File: config.mk
export PLATFORM = sky130hd
export DESIGN_NAME = assc_top
export DESIGN_NICKNAME = d
export VERILOG_FILES = /design/src/hdl/assc_pkg.sv /design/src/hdl/assc_rx_if.sv /design/src/hdl/assc_baud.sv /design/src/hdl/assc_rx.sv /design/src/hdl/assc_top.sv
export SDC_FILE = /design/constraint.sdc
export NUM_CORES = 1
export LEC_CHECK = 0
export ABC_CLOCK_PERIOD_IN_PS = 9100
export BUFFER_PORTS_ARGS = -buffer_cell sky130_fd_sc_hd__buf_4
export CAP_MARGIN = 20
export CORE_UTILIZATION = 35
export CTS_BUF_LIST = sky130_fd_sc_hd__clkbuf_4
export CTS_CLUSTER_SIZE = 28
export DETAILED_ROUTE_END_ITERATION = 7
export PLACE_DENSITY_LB_ADDON = 0.08
export SYNTH_ARGS = -nofsm -noshare
export SYNTH_HDL_FRONTEND = slang
export SYNTH_SLANG_ARGS = --single-unit
File: constraint.sdc
create_clock -name ref_clk -period 9.1 [get_ports ref_clk]
set_clock_uncertainty 0.15 [all_clocks]
set_input_delay 1.82 -clock ref_clk [delete_from_list [all_inputs] [get_ports ref_clk]]
set_output_delay 1.82 -clock ref_clk [all_outputs]
set_load 0.02 [all_outputs]
File: src/hdl/assc_pkg.sv
// Purpose: Shared constants and types for the serial channel
// Assumes: 100 MHz ref_clk, AXI4-Lite register access
// Notes: Offsets are byte addresses of 32-bit words
package assc_pkg;

  // Clock rate of ref_clk
  localparam int unsigned CLK_HZ = 100_000_000;

  // Register byte offsets
  localparam logic [7:0] OFS_CTRL = 8'h00;
  localparam logic [7:0] OFS_BAUD = 8'h04;
  localparam logic [7:0] OFS_TXBUF = 8'h08;
  localparam logic [7:0] OFS_RXBUF = 8'h0c;
  localparam logic [7:0] OFS_STAT = 8'h10;
  localparam logic [7:0] OFS_MASK = 8'h14;

  // Control field positions
  localparam int CTRL_SYNC = 0;
  localparam int CTRL_NINE = 1;
  localparam int CTRL_PAR_EN = 2;
  localparam int CTRL_PAR_ODD = 3;
  localparam int CTRL_STOP2 = 4;
  localparam int CTRL_WAKE = 5;
  localparam int CTRL_FE_EN = 6;
  localparam int CTRL_OE_EN = 7;
  localparam int CTRL_LOOP = 8;
  localparam int CTRL_REN = 9;
  localparam int CTRL_RUN = 10;
  localparam int CTRL_W = 11;

  // Status and mask field positions
  localparam int ST_TX = 0;
  localparam int ST_TBUF = 1;
  localparam int ST_RX = 2;
  localparam int ST_ERR = 3;
  localparam int ST_PE = 4;
  localparam int ST_FE = 5;
  localparam int ST_OE = 6;
  localparam int STAT_W = 7;

  // Reset values
  localparam logic [CTRL_W-1:0] CTRL_RST = 11'h000;
  localparam logic [12:0] BAUD_RST = 13'h0000;
  localparam logic [STAT_W-1:0] STAT_RST = 7'h00;
  localparam logic [8:0] BUF_RST = 9'h000;

  // Timing counts in baud ticks and frame bits
  localparam logic [3:0] OVS_LAST = 4'hf;
  localparam logic [3:0] RX_MID = 4'h7;
  localparam logic [1:0] SYNC_RISE = 2'h1;
  localparam logic [1:0] SYNC_FALL = 2'h3;
  localparam logic [3:0] SYNC_BITS = 4'h8;
  localparam logic [3:0] ASYNC_BASE = 4'ha;

  // Bus responses
  localparam logic [1:0] RESP_OKAY = 2'b00;
  localparam logic [1:0] RESP_SLVERR = 2'b10;

  // Receiver states, Gray along the frame
  typedef enum logic [1:0] {
    RX_IDLE = 2'b00,
    RX_START = 2'b01,
    RX_DATA = 2'b11,
    RX_STOP = 2'b10
  } assc_rx_state_t;

  // Shift engine states
  typedef enum logic [1:0] {
    ENG_IDLE = 2'b00,
    ENG_ASYNC = 2'b01,
    ENG_SYNC = 2'b11
  } assc_eng_state_t;

endpackage

File: src/hdl/assc_rx_if.sv
// Purpose: Bundle between the channel core and its async receiver
// Assumes: One clock domain
// Notes: Config in, frame results out
`timescale 1ns/1ps
interface assc_rx_if;
  logic tick; // Oversample tick
  logic en; // Receiver enabled
  logic nine; // Nine data bits
  logic par_en; // Ninth bit is parity
  logic par_odd; // Odd parity
  logic fe_en; // Stop bit check
  logic line; // Serial input level
  logic done; // Frame complete pulse
  logic [8:0] data; // Received bits
  logic perr; // Parity mismatch
  logic ferr; // Missing stop bit
  modport ctl(output tick, en, nine, par_en, par_odd, fe_en, line, input done, data, perr, ferr);
  modport rx(input tick, en, nine, par_en, par_odd, fe_en, line, output done, data, perr, ferr);
endinterface

File: src/hdl/assc_baud.sv
// Purpose: Baud tick generator
// Assumes: reload stable while run
// Notes: Tick period is 2*(reload+1) ref_clk cycles
`timescale 1ns/1ps
module assc_baud
  import assc_pkg::*;
(
  input wire logic ref_clk,
  input wire logic rst,
  input wire logic run,
  input wire logic [12:0] reload,
  output logic tick
);

  logic [13:0] cnt_reg; // Down counter

  // Reload on zero, so every rate is a plain divisor
  always_ff @(posedge ref_clk or posedge rst) begin
    if (rst) begin
      cnt_reg <= 14'h0000;
      tick <= 1'b0;
    end else if (!run) begin
      cnt_reg <= {reload, 1'b1};
      tick <= 1'b0;
    end else if (cnt_reg == 14'h0000) begin
      cnt_reg <= {reload, 1'b1};
      tick <= 1'b1;
    end else begin
      cnt_reg <= cnt_reg - 14'h0001;
      tick <= 1'b0;
    end
  end

endmodule // assc_baud

File: src/hdl/assc_rx.sv
// Purpose: Asynchronous frame receiver, 16x oversampled
// Assumes: line already synchronous to ref_clk
// Notes: Only the first stop bit is checked
`timescale 1ns/1ps
module assc_rx
  import assc_pkg::*;
(
  input wire logic ref_clk,
  input wire logic rst,
  assc_rx_if.rx rxi
);

  assc_rx_state_t state_reg; // Frame position
  logic [3:0] cnt_reg; // Ticks within bit
  logic [3:0] bitn_reg; // Data bit index
  logic [8:0] sh_reg; // Shift in from the top
  logic done_reg;
  logic [8:0] data_reg;
  logic perr_reg;
  logic ferr_reg;
  logic [3:0] last_bit; // Index of final data bit
  logic prev_line_reg; // Line level one clock ago

  assign last_bit = rxi.nine ? 4'h8 : 4'h7;
  assign rxi.done = done_reg;
  assign rxi.data = data_reg;
  assign rxi.perr = perr_reg;
  assign rxi.ferr = ferr_reg;

  // Frame walker; each bit sampled at its middle
  always_ff @(posedge ref_clk or posedge rst) begin
    if (rst) begin
      state_reg <= RX_IDLE;
      cnt_reg <= 4'h0;
      bitn_reg <= 4'h0;
      sh_reg <= BUF_RST;
      done_reg <= 1'b0;
      data_reg <= BUF_RST;
      perr_reg <= 1'b0;
      ferr_reg <= 1'b0;
      prev_line_reg <= 1'b1; // Idle level, so no false edge after reset
    end else begin
      done_reg <= 1'b0;
      // A low stop bit must not look like the next start bit
      prev_line_reg <= rxi.line;
      case (state_reg)
        RX_IDLE: begin
          // Falling edge marks a possible start bit
          if (rxi.en && prev_line_reg && !rxi.line) begin
            state_reg <= RX_START;
            cnt_reg <= 4'h0;
          end
        end
        RX_START: begin
          if (!rxi.en) begin
            state_reg <= RX_IDLE;
          end else if (rxi.tick) begin
            if (cnt_reg == RX_MID) begin
              // Glitch shorter than half a bit is dropped
              state_reg <= rxi.line ? RX_IDLE : RX_DATA;
              cnt_reg <= 4'h0;
              bitn_reg <= 4'h0;
            end else begin
              cnt_reg <= cnt_reg + 4'h1;
            end
          end
        end
        RX_DATA: begin
          if (rxi.tick) begin
            cnt_reg <= cnt_reg + 4'h1;
            if (cnt_reg == OVS_LAST) begin
              sh_reg <= {rxi.line, sh_reg[8:1]};
              bitn_reg <= bitn_reg + 4'h1;
              if (bitn_reg == last_bit) begin
                state_reg <= RX_STOP;
              end
            end
          end
        end
        RX_STOP: begin
          if (rxi.tick) begin
            cnt_reg <= cnt_reg + 4'h1;
            if (cnt_reg == OVS_LAST) begin
              state_reg <= RX_IDLE;
              done_reg <= 1'b1;
              data_reg <= rxi.nine ? sh_reg : {1'b0, sh_reg[8:1]};
              perr_reg <= rxi.par_en && rxi.nine && ((^sh_reg) ^ rxi.par_odd);
              ferr_reg <= rxi.fe_en && !rxi.line;
            end
          end
        end
        default: begin
          state_reg <= RX_IDLE;
        end
      endcase
    end
  end

endmodule // assc_rx

File: src/hdl/assc_top.sv
// Purpose: Async/sync serial channel with AXI4-Lite registers
// Assumes: Pins synchronous to ref_clk; one AXI write and one read at a time
// Notes: Async bit = 32*(baud+1) clocks, sync bit = 8*(baud+1) clocks
`timescale 1ns/1ps
module assc_top
  import assc_pkg::*;
(
  input wire logic ref_clk,
  input wire logic rst,
  input wire logic [7:0] s_axi_awaddr,
  input wire logic s_axi_awvalid,
  output logic s_axi_awready,
  input wire logic [31:0] s_axi_wdata,
  input wire logic [3:0] s_axi_wstrb,
  input wire logic s_axi_wvalid,
  output logic s_axi_wready,
  output logic [1:0] s_axi_bresp,
  output logic s_axi_bvalid,
  input wire logic s_axi_bready,
  input wire logic [7:0] s_axi_araddr,
  input wire logic s_axi_arvalid,
  output logic s_axi_arready,
  output logic [31:0] s_axi_rdata,
  output logic [1:0] s_axi_rresp,
  output logic s_axi_rvalid,
  input wire logic s_axi_rready,
  output logic txd_out,
  input wire logic sdat_in,
  output logic sdat_out,
  output logic sdat_oe,
  output logic irq,
  output logic irq_tx,
  output logic irq_tbuf,
  output logic irq_rx,
  output logic irq_err
);

  ////////////////////////////////////////////////////////////////////////////
  // Declarations

  logic [7:0] aw_addr_reg; // Held write address
  logic [31:0] w_data_reg; // Held write data
  logic [3:0] w_strb_reg; // Held byte enables
  logic wr_fire; // Both halves present
  logic wr_known; // Write address decodes
  logic [15:0] wr_low; // Lane-merged low half, base zero
  logic [CTRL_W-1:0] ctrl_reg; // Mode and enables
  logic [12:0] baud_reg; // Baud reload
  logic [8:0] txbuf_reg; // Transmit buffer
  logic txbuf_full_reg; // Buffer awaits the engine
  logic [8:0] rxbuf_reg; // Receive buffer
  logic rx_full_reg; // Buffer unread
  logic [STAT_W-1:0] stat_reg; // Sticky events
  logic [STAT_W-1:0] mask_reg; // Interrupt enables
  logic [STAT_W-1:0] stat_set; // Events this cycle
  logic [31:0] rd_data; // Read mux
  logic rd_known; // Read address decodes
  logic rd_fire; // Read taken
  logic tick; // Baud tick
  assc_eng_state_t eng_reg; // Shift engine
  logic [11:0] sh_reg; // Outgoing frame
  logic [3:0] left_reg; // Bits still to go
  logic [3:0] ph_reg; // Ticks within bit
  logic srx_reg; // Sync engine receiving
  logic [7:0] rsh_reg; // Sync receive shift
  logic tx_done_reg; // Frame finished pulse
  logic tbuf_take_reg; // Buffer taken pulse
  logic sync_rdone_reg; // Sync byte in pulse
  logic sync_bit; // Sync input source
  logic [8:0] txd_bits; // Ninth bit resolved
  logic async_ok; // Async frame accepted
  logic rx_evt; // Any character accepted
  logic [8:0] rx_word; // Character to store
  logic overrun; // Unread data overwritten

  assc_rx_if rxi ();

  ////////////////////////////////////////////////////////////////////////////
  // AXI4-Lite slave

  assign wr_fire = !s_axi_awready && !s_axi_wready && !s_axi_bvalid;
  assign rd_fire = s_axi_arvalid && s_axi_arready;
  assign wr_known = (aw_addr_reg == OFS_CTRL) || (aw_addr_reg == OFS_BAUD) || (aw_addr_reg == OFS_TXBUF)
    || (aw_addr_reg == OFS_STAT) || (aw_addr_reg == OFS_MASK);
  // Unwritten lanes read as zero here, callers merge old values
  assign wr_low = {w_strb_reg[1] ? w_data_reg[15:8] : 8'h00, w_strb_reg[0] ? w_data_reg[7:0] : 8'h00};

  // Address channel; ready drops once held
  always_ff @(posedge ref_clk or posedge rst) begin
    if (rst) begin
      s_axi_awready <= 1'b1;
      aw_addr_reg <= 8'h00;
    end else if (s_axi_awvalid && s_axi_awready) begin
      s_axi_awready <= 1'b0;
      aw_addr_reg <= s_axi_awaddr;
    end else if (s_axi_bvalid && s_axi_bready) begin
      s_axi_awready <= 1'b1;
    end
  end

  // Data channel; may arrive before or after the address
  always_ff @(posedge ref_clk or posedge rst) begin
    if (rst) begin
      s_axi_wready <= 1'b1;
      w_data_reg <= 32'h0000_0000;
      w_strb_reg <= 4'h0;
    end else if (s_axi_wvalid && s_axi_wready) begin
      s_axi_wready <= 1'b0;
      w_data_reg <= s_axi_wdata;
      w_strb_reg <= s_axi_wstrb;
    end else if (s_axi_bvalid && s_axi_bready) begin
      s_axi_wready <= 1'b1;
    end
  end

  // Write response one cycle after both halves held
  always_ff @(posedge ref_clk or posedge rst) begin
    if (rst) begin
      s_axi_bvalid <= 1'b0;
      s_axi_bresp <= RESP_OKAY;
    end else if (wr_fire) begin
      s_axi_bvalid <= 1'b1;
      s_axi_bresp <= wr_known ? RESP_OKAY : RESP_SLVERR;
    end else if (s_axi_bready) begin
      s_axi_bvalid <= 1'b0;
    end
  end

  // Read mux, reserved bits zero
  always_comb begin
    rd_data = 32'h0000_0000;
    rd_known = 1'b1;
    case (s_axi_araddr)
      OFS_CTRL: rd_data[CTRL_W-1:0] = ctrl_reg;
      OFS_BAUD: rd_data[12:0] = baud_reg;
      OFS_TXBUF: rd_data[8:0] = txbuf_reg;
      OFS_RXBUF: rd_data[8:0] = rxbuf_reg;
      OFS_STAT: rd_data[STAT_W-1:0] = stat_reg;
      OFS_MASK: rd_data[STAT_W-1:0] = mask_reg;
      default: rd_known = 1'b0;
    endcase
  end

  // Read data registered at the address handshake
  always_ff @(posedge ref_clk or posedge rst) begin
    if (rst) begin
      s_axi_arready <= 1'b1;
      s_axi_rvalid <= 1'b0;
      s_axi_rdata <= 32'h0000_0000;
      s_axi_rresp <= RESP_OKAY;
    end else if (rd_fire) begin
      s_axi_arready <= 1'b0;
      s_axi_rvalid <= 1'b1;
      s_axi_rdata <= rd_data;
      s_axi_rresp <= rd_known ? RESP_OKAY : RESP_SLVERR;
    end else if (s_axi_rvalid && s_axi_rready) begin
      s_axi_arready <= 1'b1;
      s_axi_rvalid <= 1'b0;
    end
  end

  ////////////////////////////////////////////////////////////////////////////
  // Software registers

  // Control, baud and mask; reset leaves everything idle
  always_ff @(posedge ref_clk or posedge rst) begin
    if (rst) begin
      ctrl_reg <= CTRL_RST;
      baud_reg <= BAUD_RST;
      mask_reg <= STAT_RST;
    end else if (wr_fire) begin
      if (aw_addr_reg == OFS_CTRL) begin
        ctrl_reg[7:0] <= w_strb_reg[0] ? wr_low[7:0] : ctrl_reg[7:0];
        ctrl_reg[CTRL_W-1:8] <= w_strb_reg[1] ? wr_low[CTRL_W-1:8] : ctrl_reg[CTRL_W-1:8];
      end
      if (aw_addr_reg == OFS_BAUD) begin
        baud_reg[7:0] <= w_strb_reg[0] ? wr_low[7:0] : baud_reg[7:0];
        baud_reg[12:8] <= w_strb_reg[1] ? wr_low[12:8] : baud_reg[12:8];
      end
      if (aw_addr_reg == OFS_MASK && w_strb_reg[0]) begin
        mask_reg <= wr_low[STAT_W-1:0];
      end
    end
  end

  // Transmit buffer; a new write wins over the engine taking it
  always_ff @(posedge ref_clk or posedge rst) begin
    if (rst) begin
      txbuf_reg <= BUF_RST;
      txbuf_full_reg <= 1'b0;
    end else if (wr_fire && aw_addr_reg == OFS_TXBUF && w_strb_reg[0]) begin
      txbuf_reg <= {w_strb_reg[1] ? wr_low[8] : txbuf_reg[8], wr_low[7:0]};
      txbuf_full_reg <= 1'b1;
    end else if (tbuf_take_reg) begin
      txbuf_full_reg <= 1'b0;
    end
  end

  ////////////////////////////////////////////////////////////////////////////
  // Baud generator and async receiver

  assc_baud u_baud (
    .ref_clk(ref_clk),
    .rst(rst),
    .run(ctrl_reg[CTRL_RUN]),
    .reload(baud_reg),
    .tick(tick)
  );

  assign rxi.tick = tick;
  // Receiver is blocked in sync mode, the data pin is shared there
  assign rxi.en = ctrl_reg[CTRL_RUN] && ctrl_reg[CTRL_REN] && !ctrl_reg[CTRL_SYNC];
  assign rxi.nine = ctrl_reg[CTRL_NINE];
  assign rxi.par_en = ctrl_reg[CTRL_PAR_EN];
  assign rxi.par_odd = ctrl_reg[CTRL_PAR_ODD];
  assign rxi.fe_en = ctrl_reg[CTRL_FE_EN];
  assign rxi.line = ctrl_reg[CTRL_LOOP] ? txd_out : sdat_in;

  assc_rx u_rx (
    .ref_clk(ref_clk),
    .rst(rst),
    .rxi(rxi)
  );

  ////////////////////////////////////////////////////////////////////////////
  // Shift engine: async transmit or sync byte either way

  // Ninth bit is parity or the software wake-up bit
  assign txd_bits = {ctrl_reg[CTRL_PAR_EN] ? ((^txbuf_reg[7:0]) ^ ctrl_reg[CTRL_PAR_ODD]) : txbuf_reg[8],
    txbuf_reg[7:0]};
  assign sync_bit = ctrl_reg[CTRL_LOOP] ? sdat_out : sdat_in;

  // One engine serves both modes; the async receiver runs beside it
  always_ff @(posedge ref_clk or posedge rst) begin
    if (rst) begin
      eng_reg <= ENG_IDLE;
      sh_reg <= 12'hfff;
      left_reg <= 4'h0;
      ph_reg <= 4'h0;
      srx_reg <= 1'b0;
      rsh_reg <= 8'h00;
      txd_out <= 1'b1;
      sdat_out <= 1'b1;
      sdat_oe <= 1'b0;
      tx_done_reg <= 1'b0;
      tbuf_take_reg <= 1'b0;
      sync_rdone_reg <= 1'b0;
    end else begin
      tx_done_reg <= 1'b0;
      tbuf_take_reg <= 1'b0;
      sync_rdone_reg <= 1'b0;
      case (eng_reg)
        ENG_IDLE: begin
          txd_out <= 1'b1;
          sdat_oe <= 1'b0;
          ph_reg <= 4'h0;
          if (ctrl_reg[CTRL_RUN] && txbuf_full_reg && !tbuf_take_reg && !ctrl_reg[CTRL_SYNC]) begin
            // Start bit now, frame bits follow from bit 1
            eng_reg <= ENG_ASYNC;
            sh_reg <= ctrl_reg[CTRL_NINE] ? {2'b11, txd_bits, 1'b0} : {3'b111, txd_bits[7:0], 1'b0};
            left_reg <= ASYNC_BASE + {3'b000, ctrl_reg[CTRL_NINE]} + {3'b000, ctrl_reg[CTRL_STOP2]};
            txd_out <= 1'b0;
            tbuf_take_reg <= 1'b1;
          end else if (ctrl_reg[CTRL_RUN] && ctrl_reg[CTRL_SYNC] && txbuf_full_reg && !tbuf_take_reg && tick) begin
            // Sync transmit drives the data pin, shift clock goes low on a tick so its low half is whole
            eng_reg <= ENG_SYNC;
            srx_reg <= 1'b0;
            sh_reg <= {4'hf, txbuf_reg[7:0]};
            left_reg <= SYNC_BITS;
            sdat_out <= txbuf_reg[0];
            sdat_oe <= 1'b1;
            txd_out <= 1'b0;
            tbuf_take_reg <= 1'b1;
          end else if (ctrl_reg[CTRL_RUN] && ctrl_reg[CTRL_SYNC] && ctrl_reg[CTRL_REN] && tick) begin
            // Sync receive only while nothing is queued to send
            eng_reg <= ENG_SYNC;
            srx_reg <= 1'b1;
            left_reg <= SYNC_BITS;
            sdat_out <= 1'b1;
            txd_out <= 1'b0;
          end
        end
        ENG_ASYNC: begin
          if (tick) begin
            ph_reg <= ph_reg + 4'h1;
            if (ph_reg == OVS_LAST) begin
              sh_reg <= {1'b1, sh_reg[11:1]};
              left_reg <= left_reg - 4'h1;
              if (left_reg == 4'h1) begin
                eng_reg <= ENG_IDLE;
                txd_out <= 1'b1;
                tx_done_reg <= 1'b1;
              end else begin
                txd_out <= sh_reg[1];
              end
            end
          end
        end
        ENG_SYNC: begin
          if (tick) begin
            ph_reg <= {2'b00, ph_reg[1:0] + 2'h1};
            if (ph_reg[1:0] == SYNC_RISE) begin
              // Rising shift clock; partner and we latch here
              txd_out <= 1'b1;
              rsh_reg <= {sync_bit, rsh_reg[7:1]};
            end else if (ph_reg[1:0] == SYNC_FALL) begin
              left_reg <= left_reg - 4'h1;
              sh_reg <= {1'b1, sh_reg[11:1]};
              if (left_reg == 4'h1) begin
                // Clock parks high after the eighth bit
                eng_reg <= ENG_IDLE;
                sdat_oe <= 1'b0;
                tx_done_reg <= !srx_reg;
                sync_rdone_reg <= srx_reg;
              end else begin
                txd_out <= 1'b0;
                sdat_out <= srx_reg ? 1'b1 : sh_reg[1];
              end
            end
          end
        end
        default: begin
          eng_reg <= ENG_IDLE;
        end
      endcase
    end
  end

  ////////////////////////////////////////////////////////////////////////////
  // Receive buffer and events

  // Address frames only, while wake-up filtering is on with nine data bits
  assign async_ok = rxi.done && !(ctrl_reg[CTRL_WAKE] && ctrl_reg[CTRL_NINE] && !rxi.data[8]);
  assign rx_evt = async_ok || sync_rdone_reg;
  assign rx_word = sync_rdone_reg ? {1'b0, rsh_reg} : rxi.data;
  assign overrun = rx_evt && rx_full_reg && ctrl_reg[CTRL_OE_EN];

  // A new character landing in the reading cycle keeps the buffer full
  always_ff @(posedge ref_clk or posedge rst) begin
    if (rst) begin
      rxbuf_reg <= BUF_RST;
      rx_full_reg <= 1'b0;
    end else if (rx_evt) begin
      rxbuf_reg <= rx_word;
      rx_full_reg <= 1'b1;
    end else if (rd_fire && s_axi_araddr == OFS_RXBUF) begin
      rx_full_reg <= 1'b0;
    end
  end

  always_comb begin
    stat_set = STAT_RST;
    stat_set[ST_TX] = tx_done_reg;
    stat_set[ST_TBUF] = tbuf_take_reg;
    stat_set[ST_RX] = rx_evt;
    stat_set[ST_PE] = async_ok && rxi.perr;
    stat_set[ST_FE] = async_ok && rxi.ferr;
    stat_set[ST_OE] = overrun;
    stat_set[ST_ERR] = stat_set[ST_PE] || stat_set[ST_FE] || overrun;
  end

  // Sticky status, write one to clear; a new event beats the clear
  always_ff @(posedge ref_clk or posedge rst) begin
    if (rst) begin
      stat_reg <= STAT_RST;
    end else if (wr_fire && aw_addr_reg == OFS_STAT && w_strb_reg[0]) begin
      stat_reg <= (stat_reg & ~wr_low[STAT_W-1:0]) | stat_set;
    end else begin
      stat_reg <= stat_reg | stat_set;
    end
  end

  // Four request lines plus their union, all registered
  always_ff @(posedge ref_clk or posedge rst) begin
    if (rst) begin
      irq_tx <= 1'b0;
      irq_tbuf <= 1'b0;
      irq_rx <= 1'b0;
      irq_err <= 1'b0;
      irq <= 1'b0;
    end else begin
      irq_tx <= stat_reg[ST_TX] && mask_reg[ST_TX];
      irq_tbuf <= stat_reg[ST_TBUF] && mask_reg[ST_TBUF];
      irq_rx <= stat_reg[ST_RX] && mask_reg[ST_RX];
      irq_err <= |(stat_reg[ST_OE:ST_ERR] & mask_reg[ST_OE:ST_ERR]);
      irq <= |(stat_reg & mask_reg);
    end
  end

endmodule // assc_top

# Word level (Yosys, flattened, before mapping)
# Cells that the tools add are included.
[classes]
add_sub_neg = 8
eq_ne = 46
mux = 132
bitwise_logic = 9
n_reduce_logical = 96
[op_table]
columns = ["operator", "n"]
rows = [
  ["$mux W12", 7],
  ["$mux W4", 21],
  ["$mux W1", 61],
  ["$mux W2", 22],
  ["$pmux W7 S6", 1],
  ["$logic_and A1 B1 Y1", 39],
  ["$pmux W12 S3", 1],
  ["$pmux W4 S3", 3],
  ["$eq A8 B5 Y1 const B", 4],
  ["$mux W14", 2],
  ["$reduce_and A3 Y1", 9],
  ["$eq A8 B4 Y1 const B", 3],
  ["$reduce_and A7 Y1", 3],
  ["$mux W9", 2],
  ["$ne A2 B1 Y1 const B", 9],
  ["$ne A2 B2 Y1 const B", 9],
  ["$ne A3 B3 Y1 const B", 6],
  ["$reduce_and A6 Y1", 3],
  ["$reduce_bool A2 Y1", 9],
  ["$eq A8 B3 Y1 const B", 2],
  ["$logic_not A8 Y1", 2],
  ["$pmux W2 S4", 2],
  ["$and A7 B7 Y7", 2],
  ["$logic_not A14 Y1", 1],
  ["other kinds (40)", 68],
]
[totals]
regBits = 192
in_bits = 60
output_inout_bits = 49
wordCells = 341

# Depth between registers and ports, before layout
# Gate-level depths: netlist of run 1.
[logic_depth]
ltp_word = 10
mapped_depth = 8
depth_no_buf = 7

# By module
# A second synthesis of run 1 with hierarchy kept.
[hier_totals]
cells_unflattened = 801
hier_area_um2 = 9118.7
[modules_own_cells]
columns = ["mod", "instances", "cells_per_inst", "area_per_inst_um2", "seq_area_each_um2"]
rows = [
  ["assc_top", 1, 573, 6710.2, 3520.9],
  ["assc_rx", 1, 144, 1594.0, 802.0],
  ["assc_baud", 1, 84, 814.5, 375.4],
]

# Worst setup path after synthesis of run 1
# No wires, ideal clock.
[synth_path]
path_type = "input to register"
startpoint = "input s_axi_araddr[5]"
endpoint = "register rx_full_reg"
setup_ps = 126
arrival_time_ps = 3090
required_time_ps = 8824
path_slack_ps = 5734
path_stages = 5
path_buffers = 0
cell_sequence = "or3_1 -> nor4bb_1 -> nand4_1 -> nand2_1 -> nand2_1"
[synth_via]
elab_chain_len = 3
[synth_lines]
columns = ["item", "line", "source"]
rows = [
  ["from (decl)", "assc_top.sv:20", "input wire logic [7:0] s_axi_araddr,"],
  ["$eq A8 B4 Y1", "assc_top.sv:346", "end else if (rd_fire && s_axi_araddr == OFS_RXBUF) begin"],
  ["$logic_and A1 B1 Y1", "assc_top.sv:346", ""],
  ["$reduce_bool A2 Y1 (no line)", "n/a", ""],
  ["to (signal assigned)", "assc_top.sv:342", "rx_full_reg <= 1'b0;"],
  ["to (signal assigned)", "assc_top.sv:345", "rx_full_reg <= 1'b1;"],
  ["to (signal assigned)", "assc_top.sv:347", "rx_full_reg <= 1'b0;"],
  ["to (decl)", "assc_top.sv:52", "logic rx_full_reg;"],
]
# Every way passes these cells.
# A chain may end at the register's enable or synchronous reset.

# Worst setup path in the final report of run 1
[layout_path]
startpoint = "register s_axi_awready"
endpoint = "output s_axi_awready"
[layout_rtl]
columns = ["item", "line", "source"]
rows = [
  ["from (decl)", "assc_top.sv:12", "output logic s_axi_awready,"],
  ["from (signal assigned)", "assc_top.sv:91", "s_axi_awready <= 1'b1;"],
  ["from (signal assigned)", "assc_top.sv:94", "s_axi_awready <= 1'b0;"],
  ["from (signal assigned)", "assc_top.sv:97", "s_axi_awready <= 1'b1;"],
]
# No word-level cell between the ends.

==> flow_summary.toml, run 1 <==
[status]
status = "finished clean"

[sta]
hold_viol = 0
finalSetupViolations = 0
period_share_pct = 36.47
rsz0062_at_grt = "no"
max_slew_margin_pct = 35.20
fin_setup_tns_ps = 0
period_needed_ps = 3318
worstMarginPinSlew_ps = 972.1
report.final.slew_viol_count = 0
clock.fmax_mhz = 301.4

[grt]
antenna_found_initial = 1
overflow = 0
grt_pass1_vias = 6005
grtUsageTotal_pct = 16.85
grt_pass1_wl_um = 33930
grt_max_degree = 88

[placed_design]
dp_cells = 1144
dp_hpwl_um = 15100
io_buffers = 66
gp_congestion = 0.7896
place_area_sq_mm = 0.009620

[setup_path]
startpoint_type = "register"
critical_path.cell_chain = "buf_4"
max_stage_delay_ps = 610
critPathKind = "register to output pin"
critPathSlowestCell = "dfstp_2"
critPathMaxFanout = 4
worstPathArrival_ps = 1350
crit_family = "flip-flops"
critPathBufInv = 1
worstPathRequired_ps = 7130
worstSetupEndpointType = "output pin"

[detailed_routing]
viasPerCell = 5.115
wirelength_um = 20940
drc = 0
drt-pass1-iter-count = 4
initialDrtViolationCount = 513
vias = 6025
ant_nets = 0
drt-wirelength-per-cell_um = 17.78

[die]
io_pins = 109
die-area_sq_mm = 0.02603
fp.dieH_um = 161.4
initial_core_util_pct = 36.12
die_w_um = 161.4
coreArea_sq_mm = 0.02460
rows = 57

[clock_tree]
htreeDepth = 4
cts_resized = 0
cts.path.max_buffers = 2
clk_latency_ps = 590
clk_pin_slew_ps = 190
cts_hold_buf = 0
root_buffer = "clkbuf_4"
cts_buffers = 17
cts_setup_buffers = 0
cts_tree = "yes"
cts_sinks = 187

[power_and_ir_drop]
switching_share_pct = 35.47
power.internal_mw = 1.318
p_switching_uw = 724.4
p_clk_share_pct = 22.9
powerDensity_mw_per_mm2 = 205.8
power_mw = 2.042
pwr-share-comb_pct = 21.6
power_leakage_nw = 4.475
power_frac_seq_pct = 55.5
peakVddDrop_uv = 109.5

[final_layout]
layout_commonest_cell = "dfrtp_1"
seqCellArea_sq_mm = 0.004698
multi_input_area_sq_mm = 0.003915
fin_nets = 908
area_growth_pct = 11.69
drive_gt1_share_pct = 26.61
finalNonFillerCells = 1178
final_cell_mix = "dfrtp_1, mux2_2, nand2_1"
fillerInstances = 2387
final_area_sq_mm = 0.009926
largest_reg_flops = 14

[yosys]
synth-edff-count = 0
yosysTopAreaCell = "dfrtp_1"
synth_cell_types = 61
ys_warn_count = 0
yosysSeqAreaShare_pct = 52.86
synthesis.area_sq_mm = 0.008887
ys_async_sr_fraction_pct = 100.0
ys_seq_elements = 187
avgSynthCellArea_sq_um = 11.34
synth_ff_type = "dfrtp_1"
synth_top_area_share_pct = 48.43
ys_top_cells_by_area = "dfrtp_1, mux2_2, dfstp_2, mux2i_1, nand2_1"
syn_inst = 784

[job]
maxCapViolCount = 0

[min_path]
holdCritPathClass = "register to register"
==> area by class of cell <==
type | instances | share of cell area, %
tap | 324 | 4.084
clock inverter | 15 | 1.714
inverter | 19 | 0.7689
timing repair buffer | 71 | 5.345
sequential | 187 | 47.33
clock buffer | 17 | 1.286
antenna | 1 | 0.02521
multi-input combinational | 544 | 39.44
==> cells in the mapped netlist (3+ instances only) <==
cell and number:
dfrtp_1 172, mux2_2 94, nand2_1 79, o21ai_0 51, nor2_1 39, a21oi_1 37
mux2i_1 37, clkbuf_1 28, buf_4 21, inv_1 19, xnor2_1 19, nand3_1 16
dfstp_2 15, nor3_1 14, a31oi_1 10, o31ai_1 9, a22oi_1 8, ha_1 8
mux4_2 7, nor2b_1 7, a22o_1 6, and2_1 6, nand2b_1 6, xor2_1 6
or3_1 5, nand3b_1 4, nand4_1 4, and3_1 3, buf_1 3, nor4bb_1 3
o2bb2ai_1 3, or2_2 3, or4_1 3
==> per-layer routing <==
metal / part of all wire [%] / up-vias / GRT usage (%)
met5: 0 / - / 0
met4: 0.60 / 0 / 3.345
met3: 2.9 / 8 / 3.082
met2: 48 / 111 / 27.43
met1: 48 / 3014 / 23.50
li1: - / 2892 / -
==> power groups by stage <==
stage / Combinational (mW) / Clock [mW] / Sequential, mW
2_1_floorplan: 0.341 / 0 / 1.09
5_1_grt: 0.493 / 0.523 / 1.16
3_5_place_dp: 0.447 / 0 / 1.15
4_1_cts: 0.449 / 0.493 / 1.14
3_3_place_gp: 0.438 / 0 / 1.14
6_report: 0.442 / 0.467 / 1.13
==> cells by family (layout without fill, tap and decap cells) <==
family	count (synthesis)	in the layout	share of synthesized area [%]
AO/OA/AOI/OAI	147	147	10.12
XOR/XNOR	26	26	2.717
adder cells (fa/ha/maj)	8	8	1.126
buffers and inverters	73	122	3.998
flip-flops	187	187	52.87
multiplexers	138	138	17.85
other	1	22	0.04220
AND/OR/NAND/NOR	204	204	11.28
==> metrics by stage <==
step | util, % | hold slack (ps) | setup slack, ps
after floorplan | - | 254.4 | 2069
final | 40.34 | 356.0 | 5782
after CTS | 40.31 | 360.9 | 5698
after global routing | 40.34 | 373.5 | 5679
after global placement | 39.10 | 320.6 | 5089
after detailed placement | 39.10 | 323.8 | 5046
==> path summary, 6_finish.rpt <==
check | from | endpoint | slack [ps] | depth (start not counted)
worst max-delay path | s_axi_awready | s_axi_awready | 5780 | 1
worst min-delay path | u_baud.cnt_reg[0] | u_baud.cnt_reg[0] | 360 | 1
worst min register to register | u_baud.cnt_reg[0] | u_baud.cnt_reg[0] | 360 | 1
worst max register to register | u_baud.cnt_reg[4] | u_baud.cnt_reg[9] | 6560 | 5
max in group asynchronous | rst | u_rx.cnt_reg[3] | 6330 | 3
min in group asynchronous | rst | u_baud.cnt_reg[1] | 1170 | 2
(Power assumes the default switching activity.)
==> run 2: changes to the inputs <==
--- a/config.mk
+++ b/config.mk
@@ -5,7 +5,7 @@
 export SDC_FILE = /design/constraint.sdc
 export NUM_CORES = 1
 export LEC_CHECK = 0
-export ABC_CLOCK_PERIOD_IN_PS = 9100
+export ABC_CLOCK_PERIOD_IN_PS = 3200
 export BUFFER_PORTS_ARGS = -buffer_cell sky130_fd_sc_hd__buf_4
 export CAP_MARGIN = 20
 export CORE_UTILIZATION = 35
==> constraint.sdc (replaced) <==
create_clock -name ref_clk -period 3.2 [get_ports ref_clk]
set_clock_uncertainty 0.15 [all_clocks]
set_input_delay 0.64 -clock ref_clk [delete_from_list [all_inputs] [get_ports ref_clk]]
set_output_delay 0.64 -clock ref_clk [all_outputs]
set_load 0.02 [all_outputs]
==> run 2 against run 1 <==
  * Routed wire length grew 1.6%
  * Worst setup slack worse by 5100 ps
  * Critical path depth up 3
  * Total power grew to 2.9 times the previous value
  * Flip-flop and latch count stayed put
  * Core utilization increased by 0.67 points
  * Worst hold slack lost 290 ps
  * First-iteration DRC count down 24%
  * Register-to-register slack worse by 5900 ps
  * Count of clock-buffer cells in the layout is the same
==> flow_summary.toml, run 2 (synthesis results as in run 1) <==
[setup_path]
rr_worst_depth = 4
critPathBufInv = 0
startpoint_type = "register"
max_stage_delay_ps = 800
critical_path.cell_chain = "nor4bb_1, nand3_1, o21ai_1, mux2_2"
rrSetupSlack_ps = 660
worstReg2RegStart = "u_rx.state_reg[1]"
reg2reg_to = "u_rx.cnt_reg[0]"
worstSetupEndpointType = "register"
crit_start = "u_rx.state_reg[1]"
worstPathRequired_ps = 3560
critPathSlowestCell = "nor4bb_1"
crit_family = "simple AND/OR/NAND/NOR gates"
worstPathArrival_ps = 2890
critPathMaxFanout = 12
critPathKind = "register to register"

[final_layout]
final_area_sq_mm = 0.01009
largest_reg_flops = 14
fillerInstances = 2407
fin_nets = 926
area_growth_pct = 13.53
final_cell_mix = "dfrtp_1, mux2_2, buf_4"
drive_gt1_share_pct = 27.44
layout_commonest_cell = "dfrtp_1"

[die]
rows = 57
io_pins = 109
die-area_sq_mm = 0.02603
die_w_um = 161.4
fp.dieH_um = 161.4
initial_core_util_pct = 36.12
coreArea_sq_mm = 0.02460

[clock_tree]
root_buffer = "clkbuf_4"
cts_sinks = 187
cts_buffers = 17
cts.path.max_buffers = 2
cts_setup_buffers = 0
cts_hold_buf = 4
clk_pin_slew_ps = 170
htreeDepth = 4
clk_latency_ps = 600
cts_resized = 0
cts_tree = "yes"

[grt]
grt_pass1_vias = 6081
grt_max_degree = 63
grt_pass1_wl_um = 34200
grtUsageTotal_pct = 17.08
antenna_found_initial = 1
overflow = 0

[sta]
worstMarginPinSlew_ps = 863.0
rsz0062_at_grt = "no"
max_slew_margin_pct = 41.68
period_needed_ps = 2535
report.final.slew_viol_count = 0
clock.fmax_mhz = 394.5
finalSetupViolations = 0
hold_viol = 0
fin_setup_tns_ps = 0
period_share_pct = 79.22

[min_path]
min_to = "s_axi_rvalid"
min_delay_path_depth = 2
min_from = "s_axi_rready"
holdCritPathClass = "input port to register"

[power_and_ir_drop]
pwr-share-comb_pct = 22.9
p_switching_mw = 2.062
power_leakage_nw = 4.559
powerDensity_mw_per_mm2 = 579.5
peakVddDrop_uv = 306.8
switching_share_pct = 35.27
power.internal_mw = 3.785
p_clk_share_pct = 22.2
power_frac_seq_pct = 54.9

[detailed_routing]
wirelength_um = 21280
drc = 0
drt-pass1-iter-count = 4
ant_nets = 0
drt-wirelength-per-cell_um = 17.79
vias = 6091
initialDrtViolationCount = 389
viasPerCell = 5.093

[job]
maxCapViolCount = 0

[placed_design]
io_buffers = 66
gp_congestion = 0.7928
dp_hpwl_um = 15510
place_area_sq_mm = 0.009762

[status]
status = "finished clean"
## run 2: cell count changes in the layout (fill, tap and decap cells not counted), sizes merged
| cell | change |
|---|---|
| dlygate4sd3 | +5 |
| clkinv | -4 |
| clkinvlp | +2 |
| buf | +13 |
| inv | +2 |
## run 2: cell type report
type	count	area [sq um]	area share (%)
diodes	1	2.502	0.02480
clock buffers	17	127.6	1.265
clock inverters	15	147.6	1.463
inverters	19	75.07	0.7440
multi-input cells	544	3915	38.80
flip-flops and latches	187	4698	46.56
well taps	324	405.4	4.018
repair buffers	89	718.2	7.118
## run 2: power by group through the flow
| stage | Sequential (mW) | Combinational (mW) | Clock [mW] |
|---|---|---|---|
| final | 3.21 | 1.34 | 1.30 |
| after CTS | 3.21 | 1.36 | 1.36 |
| after global routing | 3.27 | 1.49 | 1.45 |
| after global placement | 3.24 | 1.33 | 0 |
| after detailed placement | 3.25 | 1.35 | 0 |
| after floorplan | 3.11 | 0.970 | 0 |
## run 2: routing by layer
| layer | vias up | global-route usage [%] | part of all wire (%) |
|---|---|---|---|
| met4 | 0 | 5.103 | 1.4 |
| met1 | 3067 | 24.22 | 50 |
| met5 | - | 0 | 0 |
| met3 | 17 | 2.773 | 2.5 |
| li1 | 2916 | - | - |
| met2 | 91 | 26.80 | 46 |
## run 2: metrics by stage
step | setup WS (ps) | hold WS [ps] | total power, mW | std cells | util, %
3_3_place_gp | 697.5 | 319.6 | 4.575 | 1158 | 39.67
5_1_grt | 448.1 | 22.98 | 6.216 | 1196 | 41.01
2_1_floorplan | 15.75 | 254.4 | 4.076 | 804 | -
6_report | 665.0 | 63.59 | 5.847 | 1196 | 41.01
3_5_place_dp | 648.5 | 325.8 | 4.605 | 1158 | 39.67
4_1_cts | 629.3 | 24.02 | 5.928 | 1194 | 40.96
## run 2: worst max-delay path by stage
| stage | cells after the start | endpoint | slack [ps] |
|---|---|---|---|
| 2_1_floorplan | 1 | aw_addr_reg[0] | 20 |
| 3_3_place_gp | 4 | u_rx.cnt_reg[0] | 700 |
| 3_5_place_dp | 4 | u_rx.cnt_reg[0] | 650 |
| 6_report | 4 | u_rx.cnt_reg[0] | 660 |
| 5_1_grt | 5 | u_rx.cnt_reg[3] | 450 |
| 4_1_cts | 4 | u_rx.cnt_reg[0] | 630 |
## run 2: worst reg2reg max path: cells and delay by family (launching register included)
family / cells / cell delay, ps
compound gates: 1 / 410
simple gates: 2 / 950
mux: 1 / 380
flops: 1 / 560
==> run 3: changes to the inputs <==
--- a/config.mk
+++ b/config.mk
@@ -5,7 +5,8 @@
 export SDC_FILE = /design/constraint.sdc
 export NUM_CORES = 1
 export LEC_CHECK = 0
-export ABC_CLOCK_PERIOD_IN_PS = 3200
+export ABC_AREA = 1
+export ABC_CLOCK_PERIOD_IN_PS = 2300
 export BUFFER_PORTS_ARGS = -buffer_cell sky130_fd_sc_hd__buf_4
 export CAP_MARGIN = 20
 export CORE_UTILIZATION = 35
==> constraint.sdc (replaced) <==
create_clock -name ref_clk -period 2.3 [get_ports ref_clk]
set_clock_uncertainty 0.15 [all_clocks]
set_input_delay 0.46 -clock ref_clk [delete_from_list [all_inputs] [get_ports ref_clk]]
set_output_delay 0.46 -clock ref_clk [all_outputs]
set_load 0.02 [all_outputs]
==> run 3 against run 2 <==
  * Die area grew 3.1%
  * Core utilization grew 0.89 points
  * Global-route usage grew 1.8 points
  * Largest cell class unchanged
  * Critical path type unchanged
  * Flip-flop and latch count unchanged
  * Count of clock-buffer cells in the layout did not move
  * Synthesized area increased by 3.2%
  * Highest routed layer unchanged
  * Critical path depth up 5
  * First-iteration DRC count increased by 19%
==> flow_summary.toml, run 3 <==
[final_layout]
layout_commonest_cell = "nand2_1"
fin_nets = 1317
fin_util_pct = 41.90
fillerInstances = 2596
final_cell_mix = "nand2_1, dfrtp_1, o21ai_0"
drive_gt1_share_pct = 14.03
area_growth_pct = 16.37
largest_reg_flops = 14

[sta]
worstMarginPinSlew_ps = 543.1
finalSetupViolations = 0
clock.fmax_mhz = 496.4
hold_viol = 0
period_share_pct = 87.59
max_slew_margin_pct = 63.71
report.final.slew_viol_count = 0
rsz0062_at_grt = "no"
hold_ws_ps = 93.77
fin_setup_tns_ps = 0
period_needed_ps = 2014

[setup_path]
critPathMaxFanout = 17
worstPathRequired_ps = 2670
rr_worst_depth = 9
worstSetupEndpointType = "register"
worstPathArrival_ps = 2390
critPathKind = "register to register"
startpoint_type = "register"

[detailed_routing]
drt-pass1-iter-count = 5
drt-wirelength-per-cell_um = 14.86
drc = 0
initialDrtViolationCount = 461
ant_nets = 0
wirelength_um = 23720
viasPerCell = 4.747
vias = 7577

[yosys]
yosysTopAreaCell = "dfrtp_1"
synth-adder-area-share_pct = 1.092
ys_warn_count = 0
yosysMostFrequentCell = "nand2_1"
synth-compound-area-share_pct = 11.23
synthSimpleGateAreaFrac_pct = 25.49
synth_top_area_share_pct = 46.94
ys_async_sr_fraction_pct = 100.0
synth-edff-count = 0
syn_inst = 1141
synth_top_family_by_area = "simple AND/OR/NAND/NOR gates"
synth_xor_area_share_pct = 1.433
synth.area.mux_share_pct = 1.105
ys_seq_elements = 187
avgSynthCellArea_sq_um = 8.037
synthesis.area_sq_mm = 0.009170
synth_cell_types = 41
ys_top_cells_by_area = "dfrtp_1, nand2_1, o21ai_0, inv_1, nand3_1"
yosysSeqAreaShare_pct = 51.23
synth_ff_type = "dfrtp_1"
synthTopCellsByCount = "nand2_1, dfrtp_1, o21ai_0, inv_1, nor2_1"

[grt]
grtUsageTotal_pct = 18.84
grt.met2_usage_pct = 28.60
grt_max_degree = 76
met3_usage_pct = 2.424
use_met1_pct = 27.96
grt_pass1_wl_um = 38800
busiest_layer = "met2"
antenna_found_initial = 1
grt_pass1_vias = 7176
overflow = 0

[die]
io_pins = 109
initial_core_util_pct = 36.00
die_w_um = 163.9
rows = 58
fp.dieH_um = 163.9
coreArea_sq_mm = 0.02547
die-area_sq_mm = 0.02685

[clock_tree]
cts.path.max_buffers = 2
cts_tree = "yes"
cts_sinks = 187
clk_latency_ps = 590
root_buffer = "clkbuf_4"
htreeDepth = 4
clk_pin_slew_ps = 170
cts_buffers = 17

[job]
maxCapViolCount = 0

[min_path]
holdCritPathClass = "input port to register"
min_delay_path_depth = 3

[placed_design]
dp_hpwl_um = 17720
io_buffers = 66
gp_congestion = 0.7844

[power_and_ir_drop]
peakVddDrop_uv = 403.3
powerDensity_mw_per_mm2 = 812.4
power_leakage_nw = 5.133

[status]
status = "finished clean"
==> run 3: changes by cell type in the layout (fill, tap and decap cells not counted), moves of 21 or more <==
cell / previous run / this run
nand2_1: 79 / 313
nand3_1: 16 / 84
dlygate4sd3_1: 5 / 26
mux2_2: 94 / 9
mux2i_1: 37 / 0
o21ai_0: 51 / 120
nor2_1: 39 / 106
inv_1: 18 / 116
==> run 3: layer usage <==
metal,wire [um],vias up
met5,0,-
met4,317,0
met3,878,20
met2,10410,140
met1,12110,3555
li1,-,3862
==> run 3: path summary, 6_finish.rpt <==
check | start | to | slack [ps]
setup / recovery | ph_reg[0] | sh_reg[9] | 290
hold / removal | sdat_in | u_rx.prev_line_reg | 90
setup reg to reg | ph_reg[0] | sh_reg[9] | 290
hold reg to reg | sh_reg[3] | sh_reg[3] | 330
max in group asynchronous | rst | sh_reg[7] | 1140
min in group asynchronous | rst | aw_addr_reg[7] | 400
==> run 3: critical path, stage by stage, from the launching register on <==
cell	delay, ps
dfrtp_1	440
ha_1	280
nand3_1	130
nand2_1	120
inv_2	60
nor3_4	310
nand2_4	180
inv_1	110
nor2_1	40
a21oi_1	140
==> run 3: cells by family (layout without fill, tap and decap cells) <==
family	Yosys count	in the layout
and+or+nand+nor	550	550
AOI/OAI and AO/OA	195	195
DFF	187	187
buffers and inverters	176	277
xor gates and xnor gates	15	15
muxes	9	9
adders and majority gates	8	8
other	1	25
==> run 3: through the flow <==
step	instances	total power [mW]	instance area (sq um)	setup slack (ps)
2_1_floorplan	1161	5.994	9249	-704.3
3_3_place_gp	1534	6.867	10110	254.6
3_5_place_dp	1534	6.899	10110	228.2
4_1_cts	1592	8.801	10660	212.2
5_1_grt	1596	9.304	10670	49.10
6_report	1596	8.670	10670	285.5
==> run 3: layout make-up <==
| cell class | instances | area [sq um] | area share (%) |
|---|---|---|---|
| antenna | 4 | 10.01 | 0.09380 |
| clock buffer | 17 | 127.6 | 1.196 |
| tap | 330 | 412.9 | 3.869 |
| inverter | 126 | 476.7 | 4.467 |
| timing repair buffer | 119 | 1008 | 9.450 |
| multi-input combinational | 798 | 3784 | 35.46 |
| sequential | 187 | 4698 | 44.03 |
| clock inverter | 15 | 153.9 | 1.442 |
==> run 3: what timing repair did <==
item,4_1_cts,5_1_grt
hold endpoints to repair,200,0
hold buffers,26,0
gates resized for setup,0,1
setup endpoints to repair,0,2
buffers inserted,0,0
==> run 3: power by group <==
group / total [mW] / internal [mW] / leakage [nW] / switching, mW
registers: 4.44 / 3.95 / 2.43 / 0.485
clock network: 1.84 / 0.582 / 0.152 / 1.26
logic: 2.39 / 0.901 / 2.55 / 1.49
